`src/rtsr_pkg.sv`:
```
// Constants and carrier types for the reference trim and scratch register block
package rtsr_pkg;

  // ************************************************************
  // Command codes and reset values
  // ************************************************************
  localparam logic [7:0] CMD_SCRATCH = 8'hD0;
  localparam logic [7:0] CMD_TRIM = 8'hD4;
  localparam logic [15:0] SCRATCH_RST = 16'h0000;
  localparam logic [15:0] TRIM_RST = 16'h0000;
  localparam int WORD_W = 16;

  // ************************************************************
  // Reference scaling, all offsets counted in 2 mV steps
  // ************************************************************
  localparam int STEP_UV = 2000;
  localparam int REF_NOM_MV = 600;
  localparam int REF_NOM_STEPS = REF_NOM_MV * 1000 / STEP_UV;
  localparam int TRIM_MIN_MV = -120;
  localparam int TRIM_MAX_MV = 60;
  localparam int SUM_MIN_MV = -180;
  localparam int SUM_MAX_MV = 60;
  localparam int TRIM_MIN_STEPS = TRIM_MIN_MV * 1000 / STEP_UV;
  localparam int TRIM_MAX_STEPS = TRIM_MAX_MV * 1000 / STEP_UV;
  localparam int SUM_MIN_STEPS = SUM_MIN_MV * 1000 / STEP_UV;
  localparam int SUM_MAX_STEPS = SUM_MAX_MV * 1000 / STEP_UV;

  // ************************************************************
  // Slew timing: slowest rate 0.067 mV/us held as uV per us
  // ************************************************************
  localparam int CLK_MHZ = 125;
  localparam int SLOW_SLEW_UV_PER_US = 67;
  // Least time per step, rounded up to whole cycles
  localparam int SLOW_STEP_CYCLES =
    (STEP_UV * CLK_MHZ + SLOW_SLEW_UV_PER_US - 1) / SLOW_SLEW_UV_PER_US;
  localparam int DIV_W = 16;

  // ************************************************************
  // Carrier types
  // ************************************************************
  typedef struct packed {
    logic valid;
    logic write;
    logic [7:0] code;
    logic [15:0] wdata;
  } rtsr_cmd_t;

  typedef struct packed {
    logic valid;
    logic ack;
    logic [15:0] rdata;
  } rtsr_rsp_t;

  typedef struct packed {
    logic strobe;
    logic [15:0] scratch;
    logic [15:0] trim;
  } rtsr_nvm_t;

  typedef struct packed {
    logic alert;
    logic cml;
    logic invalidData;
  } rtsr_status_t;

endpackage

```
`src/rtsr_regs.sv`:
```
// Reference trim word, user scratch word, range clamp and reference slew
`timescale 1ns/1ps
// ************************************************************
// ************************************************************
module rtsr_regs (
  input wire logic sys_clk,
  input wire logic reset,
  input wire rtsr_pkg::rtsr_cmd_t cmdIn,
  output rtsr_pkg::rtsr_rsp_t rspOut,
  input wire logic storeAll,
  output rtsr_pkg::rtsr_nvm_t nvmOut,
  input wire logic signed [15:0] marginStep,
  input wire logic softStartBusy,
  input wire logic [rtsr_pkg::DIV_W-1:0] riseStepCycles,
  input wire logic clearFaults,
  output rtsr_pkg::rtsr_status_t statusOut,
  output logic signed [15:0] targetOffset,
  output logic signed [15:0] refOffset,
  output logic [15:0] refSteps
);

  typedef enum logic [1:0] {
    ST_HOLD = 2'b01,
    ST_RAMP = 2'b10
  } rtsr_slew_t;

  // ************************************************************
  // Helpers
  // ************************************************************
  function automatic logic signed [17:0] clampSteps(
    input logic signed [17:0] val,
    input logic signed [17:0] lo,
    input logic signed [17:0] hi
  );
    if (val < lo) begin
      return lo;
    end else if (val > hi) begin
      return hi;
    end
    return val;
  endfunction

  function automatic logic isWrite(
    input rtsr_pkg::rtsr_cmd_t c,
    input logic [7:0] code
  );
    return c.valid && c.write && (c.code == code);
  endfunction

  localparam logic signed [17:0] TRIM_LO = 18'(rtsr_pkg::TRIM_MIN_STEPS);
  localparam logic signed [17:0] TRIM_HI = 18'(rtsr_pkg::TRIM_MAX_STEPS);
  localparam logic signed [17:0] SUM_LO = 18'(rtsr_pkg::SUM_MIN_STEPS);
  localparam logic signed [17:0] SUM_HI = 18'(rtsr_pkg::SUM_MAX_STEPS);
  localparam logic [rtsr_pkg::DIV_W-1:0] SLOW_CYC = rtsr_pkg::SLOW_STEP_CYCLES[rtsr_pkg::DIV_W-1:0];
  localparam logic [15:0] NOM_STEPS = 16'(rtsr_pkg::REF_NOM_STEPS);

  logic [15:0] scratchFf;
  logic signed [15:0] trimFf;
  logic signed [15:0] marginPrevFf;
  logic trimWriteDlyFf;
  logic [rtsr_pkg::DIV_W-1:0] gapCntFf;
  logic signed [15:0] targetFf;
  logic signed [15:0] refNowFf;
  logic [rtsr_pkg::DIV_W-1:0] divCntFf;
  rtsr_slew_t slewFf;
  rtsr_pkg::rtsr_rsp_t rspFf;
  rtsr_pkg::rtsr_nvm_t nvmFf;
  rtsr_pkg::rtsr_status_t statusFf;

  logic signed [17:0] trimClamped;
  logic signed [17:0] sumRaw;
  logic signed [17:0] sumClamped;
  logic trimBad;
  logic sumBad;
  logic rangeEvent;
  logic trimWrite;
  logic [rtsr_pkg::DIV_W-1:0] stepLimit;
  logic stepNow;

  // ************************************************************
  // Command port
  // ************************************************************
  assign trimWrite = isWrite(cmdIn, rtsr_pkg::CMD_TRIM);

  always_ff @(posedge sys_clk) begin
    if (reset) begin
      scratchFf <= rtsr_pkg::SCRATCH_RST;
    end else if (isWrite(cmdIn, rtsr_pkg::CMD_SCRATCH)) begin
      scratchFf <= cmdIn.wdata;
    end
  end

  always_ff @(posedge sys_clk) begin
    if (reset) begin
      trimFf <= rtsr_pkg::TRIM_RST;
    end else if (trimWrite) begin
      // Raw word kept so software reads back what it wrote
      trimFf <= cmdIn.wdata;
    end
  end

  always_ff @(posedge sys_clk) begin
    if (reset) begin
      rspFf <= '0;
    end else begin
      rspFf.valid <= cmdIn.valid;
      rspFf.ack <= cmdIn.valid &&
        (cmdIn.code == rtsr_pkg::CMD_SCRATCH || cmdIn.code == rtsr_pkg::CMD_TRIM);
      if (cmdIn.valid && !cmdIn.write && cmdIn.code == rtsr_pkg::CMD_SCRATCH) begin
        rspFf.rdata <= scratchFf;
      end else if (cmdIn.valid && !cmdIn.write && cmdIn.code == rtsr_pkg::CMD_TRIM) begin
        rspFf.rdata <= trimFf;
      end else begin
        rspFf.rdata <= 16'h0000;
      end
    end
  end

  always_ff @(posedge sys_clk) begin
    if (reset) begin
      nvmFf <= '0;
    end else begin
      nvmFf.strobe <= storeAll;
      if (storeAll) begin
        nvmFf.scratch <= scratchFf;
        nvmFf.trim <= trimFf;
      end
    end
  end

  // ************************************************************
  // Range check and clamp
  // ************************************************************
  assign trimClamped = clampSteps(18'(trimFf), TRIM_LO, TRIM_HI);
  assign trimBad = (18'(trimFf) != trimClamped);
  assign sumRaw = trimClamped + 18'(marginStep);
  assign sumClamped = clampSteps(sumRaw, SUM_LO, SUM_HI);
  assign sumBad = (sumRaw != sumClamped);
  // Report once per new setting, not every cycle the setting stays bad
  assign rangeEvent = (trimBad || sumBad) && (trimWriteDlyFf || marginStep != marginPrevFf);

  always_ff @(posedge sys_clk) begin
    if (reset) begin
      trimWriteDlyFf <= 1'b0;
      marginPrevFf <= 16'sh0000;
      targetFf <= 16'sh0000;
    end else begin
      trimWriteDlyFf <= trimWrite;
      marginPrevFf <= marginStep;
      targetFf <= sumClamped[15:0];
    end
  end

  always_ff @(posedge sys_clk) begin
    if (reset) begin
      statusFf <= '0;
    end else if (rangeEvent) begin
      // Set beats a clear arriving in the same cycle
      statusFf <= '{alert: 1'b1, cml: 1'b1, invalidData: 1'b1};
    end else if (clearFaults) begin
      statusFf <= '0;
    end
  end

  // ************************************************************
  // Reference slew
  // ************************************************************
  assign stepLimit = softStartBusy ? riseStepCycles : SLOW_CYC;
  assign stepNow = (slewFf == ST_RAMP) && (divCntFf >= stepLimit - 1'b1);

  always_ff @(posedge sys_clk) begin
    if (reset) begin
      slewFf <= ST_HOLD;
      divCntFf <= '0;
    end else begin
      unique case (slewFf)
        ST_HOLD: begin
          divCntFf <= '0;
          if (targetFf != refNowFf) begin
            slewFf <= ST_RAMP;
          end
        end
        ST_RAMP: begin
          // Target moved back onto the reference mid-ramp: nothing left to do
          if (targetFf == refNowFf) begin
            slewFf <= ST_HOLD;
          end else if (stepNow) begin
            divCntFf <= '0;
            if (refNowFf + (targetFf > refNowFf ? 16'sd1 : -16'sd1) == targetFf) begin
              slewFf <= ST_HOLD;
            end
          end else begin
            divCntFf <= divCntFf + 1'b1;
          end
        end
      endcase
    end
  end

  always_ff @(posedge sys_clk) begin
    if (reset) begin
      refNowFf <= 16'sh0000;
    end else if (stepNow && targetFf > refNowFf) begin
      refNowFf <= refNowFf + 16'sd1;
    end else if (stepNow && targetFf < refNowFf) begin
      refNowFf <= refNowFf - 16'sd1;
    end
  end

  // Cycles since the last step; only the slow-slew check reads it
  always_ff @(posedge sys_clk) begin
    if (reset || stepNow) begin
      gapCntFf <= '0;
    end else if (gapCntFf != '1) begin
      gapCntFf <= gapCntFf + 1'b1;
    end
  end

  assign rspOut = rspFf;
  assign nvmOut = nvmFf;
  assign statusOut = statusFf;
  assign targetOffset = targetFf;
  assign refOffset = refNowFf;

  logic [15:0] refStepsFf;
  always_ff @(posedge sys_clk) begin
    if (reset) begin
      refStepsFf <= NOM_STEPS;
    end else begin
      refStepsFf <= NOM_STEPS + 16'(refNowFf);
    end
  end
  assign refSteps = refStepsFf;

  // ************************************************************
  // Assertions
  // ************************************************************
  a_scratch_reset: assert property (@(posedge sys_clk) reset |=> scratchFf == 16'h0000)
    else $error("scratch not zero after reset");

  a_scratch_write: assert property (@(posedge sys_clk) disable iff (reset)
    isWrite(cmdIn, rtsr_pkg::CMD_SCRATCH) |=> scratchFf == $past(cmdIn.wdata))
    else $error("scratch write lost");

  a_trim_reset: assert property (@(posedge sys_clk) reset |=> trimFf == 16'sh0000)
    else $error("trim not zero after reset");

  a_trim_write: assert property (@(posedge sys_clk) disable iff (reset)
    trimWrite |=> trimFf == $past(cmdIn.wdata))
    else $error("trim write lost");

  a_known_ack: assert property (@(posedge sys_clk) disable iff (reset)
    (cmdIn.valid && (cmdIn.code == rtsr_pkg::CMD_SCRATCH || cmdIn.code == rtsr_pkg::CMD_TRIM))
    |=> rspFf.valid && rspFf.ack)
    else $error("known command not acknowledged");

  a_nvm_copy: assert property (@(posedge sys_clk) disable iff (reset)
    storeAll |=> nvmFf.strobe && nvmFf.trim == $past(trimFf)
      && nvmFf.scratch == $past(scratchFf))
    else $error("store did not copy words");

  a_target_bounds: assert property (@(posedge sys_clk) disable iff (reset)
    18'(targetFf) >= SUM_LO && 18'(targetFf) <= SUM_HI)
    else $error("target outside net range");

  a_sum_floor: assert property (@(posedge sys_clk) disable iff (reset)
    sumRaw < SUM_LO |=> 18'(targetFf) == SUM_LO)
    else $error("net offset not clamped low");

  a_trim_saturate: assert property (@(posedge sys_clk) disable iff (reset)
    (trimFf > 16'sd30 && marginStep == 16'sh0000) |=> targetFf == 16'sd30)
    else $error("high trim not saturated");

  a_trim_floor: assert property (@(posedge sys_clk) disable iff (reset)
    (18'(trimFf) < TRIM_LO && marginStep == 16'sh0000) |=> 18'(targetFf) == TRIM_LO)
    else $error("low trim not saturated");

  a_fault_flags: assert property (@(posedge sys_clk) disable iff (reset)
    trimWrite && (cmdIn.wdata[15] ? 16'(cmdIn.wdata) < 16'hFFC4 : cmdIn.wdata > 16'h001E)
      && marginStep == $past(marginStep)
    |=> ##1 statusFf.alert && statusFf.cml && statusFf.invalidData)
    else $error("out of range trim not reported");

  a_event_sets: assert property (@(posedge sys_clk) disable iff (reset)
    rangeEvent |=> statusFf.alert && statusFf.cml && statusFf.invalidData)
    else $error("range fault not flagged");

  a_slew_single: assert property (@(posedge sys_clk) disable iff (reset)
    refNowFf != $past(refNowFf) |-> (refNowFf - $past(refNowFf) == 16'sd1
      || $past(refNowFf) - refNowFf == 16'sd1))
    else $error("reference jumped");

  a_slow_gap: assert property (@(posedge sys_clk) disable iff (reset)
    (!softStartBusy && stepNow) |-> gapCntFf >= SLOW_CYC - 1'b1)
    else $error("slow slew stepped too fast");

endmodule // rtsr_regs

```
`config.mk`:
```
export PLATFORM = sky130hd
export DESIGN_NAME = rtsr_regs
export DESIGN_NICKNAME = d
export VERILOG_FILES = /design/src/rtsr_pkg.sv /design/src/rtsr_regs.sv
export SDC_FILE = /design/constraint.sdc
export NUM_CORES = 1
export LEC_CHECK = 0
export ABC_AREA = 1
export BUFFER_PORTS_ARGS = -buffer_cell sky130_fd_sc_hd__buf_2
export CAP_MARGIN = 20
export CORE_MARGIN = 10
export CORE_UTILIZATION = 50
export CTS_CLUSTER_SIZE = 20
export DETAILED_ROUTE_END_ITERATION = 7
export PLACE_DENSITY = 0.82
export REMOVE_ABC_BUFFERS = 1
export SETUP_SLACK_MARGIN = 0.4
export SLEW_MARGIN = 20
export SYNTH_ARGS = -nofsm -noshare
export SYNTH_HDL_FRONTEND = slang
export SYNTH_SLANG_ARGS = --single-unit
```
`constraint.sdc`:
```
create_clock -name sys_clk -period 4.7 [get_ports sys_clk]
set_input_delay 0.47 -clock sys_clk [delete_from_list [all_inputs] [get_ports sys_clk]]
set_output_delay 0.47 -clock sys_clk [all_outputs]
set_load 0.02 [all_outputs]
```
==> flow_summary_export.csv <==
group,metric,value,unit
run_status,status,"finished clean",
yosys,yosysUniqueCellTypes,48,
pwr,seq_power_share,44.4,%
detailed_routing,vias,10200,
cells_and_area,final_area,12300,µm²
yosys,synth_seq_cells,167,
clock_network,clk_pin_slew,0.07,ns
cells_and_area,multi_input_area,6080,µm²
detailed_routing,viasPerCell,5.34,
clock_network,cts_sinks,167,
placement,placedInstanceArea,11400,µm²
pwr,swShare,28.7,%
pwr,power.internal,0.00236,W
global_route,grt_start_max_net_pins,84,
clock_network,cts-root-buf,"clkbuf_16",
timing,skew,0.0115,ns
pwr,power,0.00332,W
yosys,synth_cells,1434,
detailed_routing,post_drt_wl_per_cell,15.3,µm
detailed_routing,drt-total-wl,29300,µm
cells_and_area,syn_to_final_growth,23.0,%
floorplanning,row_count,51,
pwr,p_clk_share,42.1,%
clock_network,cts_tree,"built",
floorplanning,dieArea,26100,µm²
clock_network,ctsLongestPathBuffers,2,
global_route,antenna_found_initial,2,
critical_path,worstPathRequired,5.06,ns
clock_network,htree_levels,4,
yosys,seq_area_frac_synth,33.4,%
critical_path,start_kind,"input port",
floorplanning,initial_core_util,51.1,%
pwr,p_sw,0.000951,W
global_route,grt_pass1_wl,46400,µm
cells_and_area,seqCellArea,3350,µm²
timing,hold_violations,0,
pwr,p_comb_share,13.5,%
critical_path,worstSetupEndpointType,"flip-flop",
placement,gp_congestion,0.936,
cells_and_area,final_cells,1911,
global_route,gr-usage-all-layers,21.2,%
pwr,powerDensity,269,nW/µm²
pwr,p_leak,6.08,nW
min_path,hold_path_class,"in2reg",
global_route,grt-ovfl-total,0,
cells_and_area,final_nets,1778,
critical_path,crit_type,"in2reg",
floorplanning,die_h,161,µm
critical_path,worstPathArrival,4.77,ns
floorplanning,ios,165,
detailed_routing,post-route-drc-count,0,
timing,fmax,227,MHz
timing,fin_crit_sh,93.8,%
yosys,synth_area_leader_cell,"dfxtp_1",
cells_and_area,nFillCells,1700,
timing,drv_slew,0,
job,cap_violations,0,
critical_path,cp_common_cell,"nand2_1",
critical_path,crit_buf_inv,5,
yosys,netlist_top_cells_area,"dfxtp_1 (33%), nand2_1 (10%), ha_1 (9.9%), a21oi_1 (8.3%), nor2_1 (6.3%)",
pwr,ir_drop,0.262,mV
critical_path,worst_path_largest_cell_delay,0.33,ns
critical_path,path_max_fanout,7,
yosys,netlist_area,10000,µm²
yosys,yosysWarnings,0,
yosys,syn_avg_cell_area,6.98,µm²
global_route,grt_pass1_vias,9683,
detailed_routing,drtAntennaViolNets,0,
placement,port_buffers,164,
timing,setup_viol,0,
timing,rsz0062_at_grt,"yes",
timing,setup_tns,0,ns
floorplanning,die_w,161,µm
timing,relSlewSlack,40.8,%
clock_network,cts_buffers,17,
placement,hpwl,21500,µm
timing,hold_ws,0.270,ns
cells_and_area,layout-drive-gt1-share,19.6,%
critical_path,path_delay_family,"simple AND/OR/NAND/NOR gates",
timing,worst_pin_slew,0.887,ns
detailed_routing,first_pass_iters,5,
clock_network,clk_latency,0.44,ns
detailed_routing,drt-initial-drc-count,649,
yosys,netlist.area_leader.share,33.4,%
timing,period_needed,4.41,ns
placement,dp_cells,1869,
floorplanning,core,19600,µm²
critical_path,slowest_stage,"ha_1",
==> final timing paths <==
path / end / slack (ns) / cells after the start / start
worst min-delay path: marginPrevFf[12] / 0.27 / 3 / marginStep[12]
worst max register to register: slewFf[1] / 0.69 / 24 / refOffset[11]
worst max-delay path: refOffset[11] / 0.29 / 31 / softStartBusy
worst min register to register: rspOut[11] / 0.48 / 2 / trimFf[11]
==> Yosys cell counts (all sizes together) <==
library cell	count
xnor2	23
nand4	19
o21ai	101
dfxtp	167
or2	4
inv	166
clkinv	2
nor3	23
o21bai	5
o21a	3
clkbuf	41
a32oi	2
xnor3	1
ha	79
a221oi	2
nor4	5
and3	2
nor2	171
buf	8
a211oi	4
o41ai	2
a22oi	5
o22ai	3
nand2	281
nor3b	1
fa	3
a31oi	4
a21o	3
o31ai	2
or3	1
nand3b	7
xor2	46
a21oi	166
o2111ai	1
o211ai	3
nand3	78
==> through the flow <==
stage               utilization [%]  setup WS [ns]
finish                         62.8          0.290
global route                   62.8        0.00595
CTS                            61.1          0.406
detailed placement             58.0         -0.299
global placement               58.0         -0.147
floorplan                         -         0.0184
==> power by group through the flow <==
stage	clock network, W	logic (W)	registers, W
after CTS	0.00141	0.000434	0.00147
after detailed placement	0	0.000430	0.00150
after global routing	0.00146	0.000503	0.00147
after floorplan	0	0.000251	0.00153
final	0.00140	0.000447	0.00147
after global placement	0	0.000419	0.00150
==> kinds of logic (layout without fill, tap and decap cells) <==
family | count (synthesis) | after routing | synth area share (%)
buf+inv | 217 | 428 | 8.36
compound gates | 306 | 306 | 16.4
fa+ha+maj | 82 | 82 | 10.5
other cells | 0 | 1 | 0
flops | 167 | 167 | 33.4
simple gates | 592 | 592 | 25.1
xor+xnor | 70 | 70 | 6.26
==> timing repair <==
action / in CTS / in global routing
pin swaps: 0 / 40
setup endpoints to repair: 8 / 18
buffers inserted: 0 / 10
hold buffers: 0 / 0
gates resized for setup: 4 / 58
==> sequential cells by signal (all words and copies together), names as in the netlist <==
name            flops
divCntFf           16
marginPrevFf       16
nvmOut             33
refOffset          16
refSteps           16
rspOut             18
scratchFf          16
slewFf              2
statusOut           1
targetOffset       16
trimFf             16
trimWriteDlyFf      1
==> per-layer routing <==
metal  global-route usage [%]  wire length (µm)  up-vias
met5                        0                11        -
met4                     6.99               723        2
met1                     26.1             12400     4633
met2                     35.5             13900      367
met3                     4.98              2260       63
li1                         -                 -     5131
==> area by class of cell <==
class / count / area share, %
clock buffers: 17 / 3.46
multi-input cells: 1050 / 49.4
inverters: 168 / 5.16
clock inverters: 14 / 1.27
well taps: 265 / 2.69
flip-flops and latches: 167 / 27.2
diodes: 1 / 0.0203
repair buffers: 229 / 10.8
==> tightest hold or removal path, delay by kind of cell <==
family / cells / cell delay (ns)
buffers and inverters: 2 / 0.17
AND/OR/NAND/NOR: 1 / 0.03
==> placed cells by master (no fill, tap or decap), types with 4 or more instances in the layout <==
| cell | instances |
|---|---|
| xnor2_1 | 22 |
| nand4_1 | 18 |
| o21ai_1 | 7 |
| nand3b_1 | 7 |
| a211oi_1 | 4 |
| nor2_1 | 167 |
| nor3_1 | 18 |
| dfxtp_1 | 164 |
| ha_4 | 5 |
| inv_1 | 161 |
| a21oi_2 | 6 |
| nand3_2 | 5 |
| a21oi_1 | 160 |
| clkbuf_16 | 17 |
| inv_2 | 5 |
| buf_2 | 163 |
| inv_6 | 6 |
| o21bai_1 | 4 |
| nand2_2 | 7 |
| a22oi_1 | 5 |
| buf_4 | 63 |
| nand2_1 | 272 |
| inv_8 | 4 |
| nand3_1 | 72 |
| ha_1 | 74 |
| o21ai_0 | 91 |
| xor2_1 | 46 |
No activity file was read; power rests on OpenSTA's default activity.
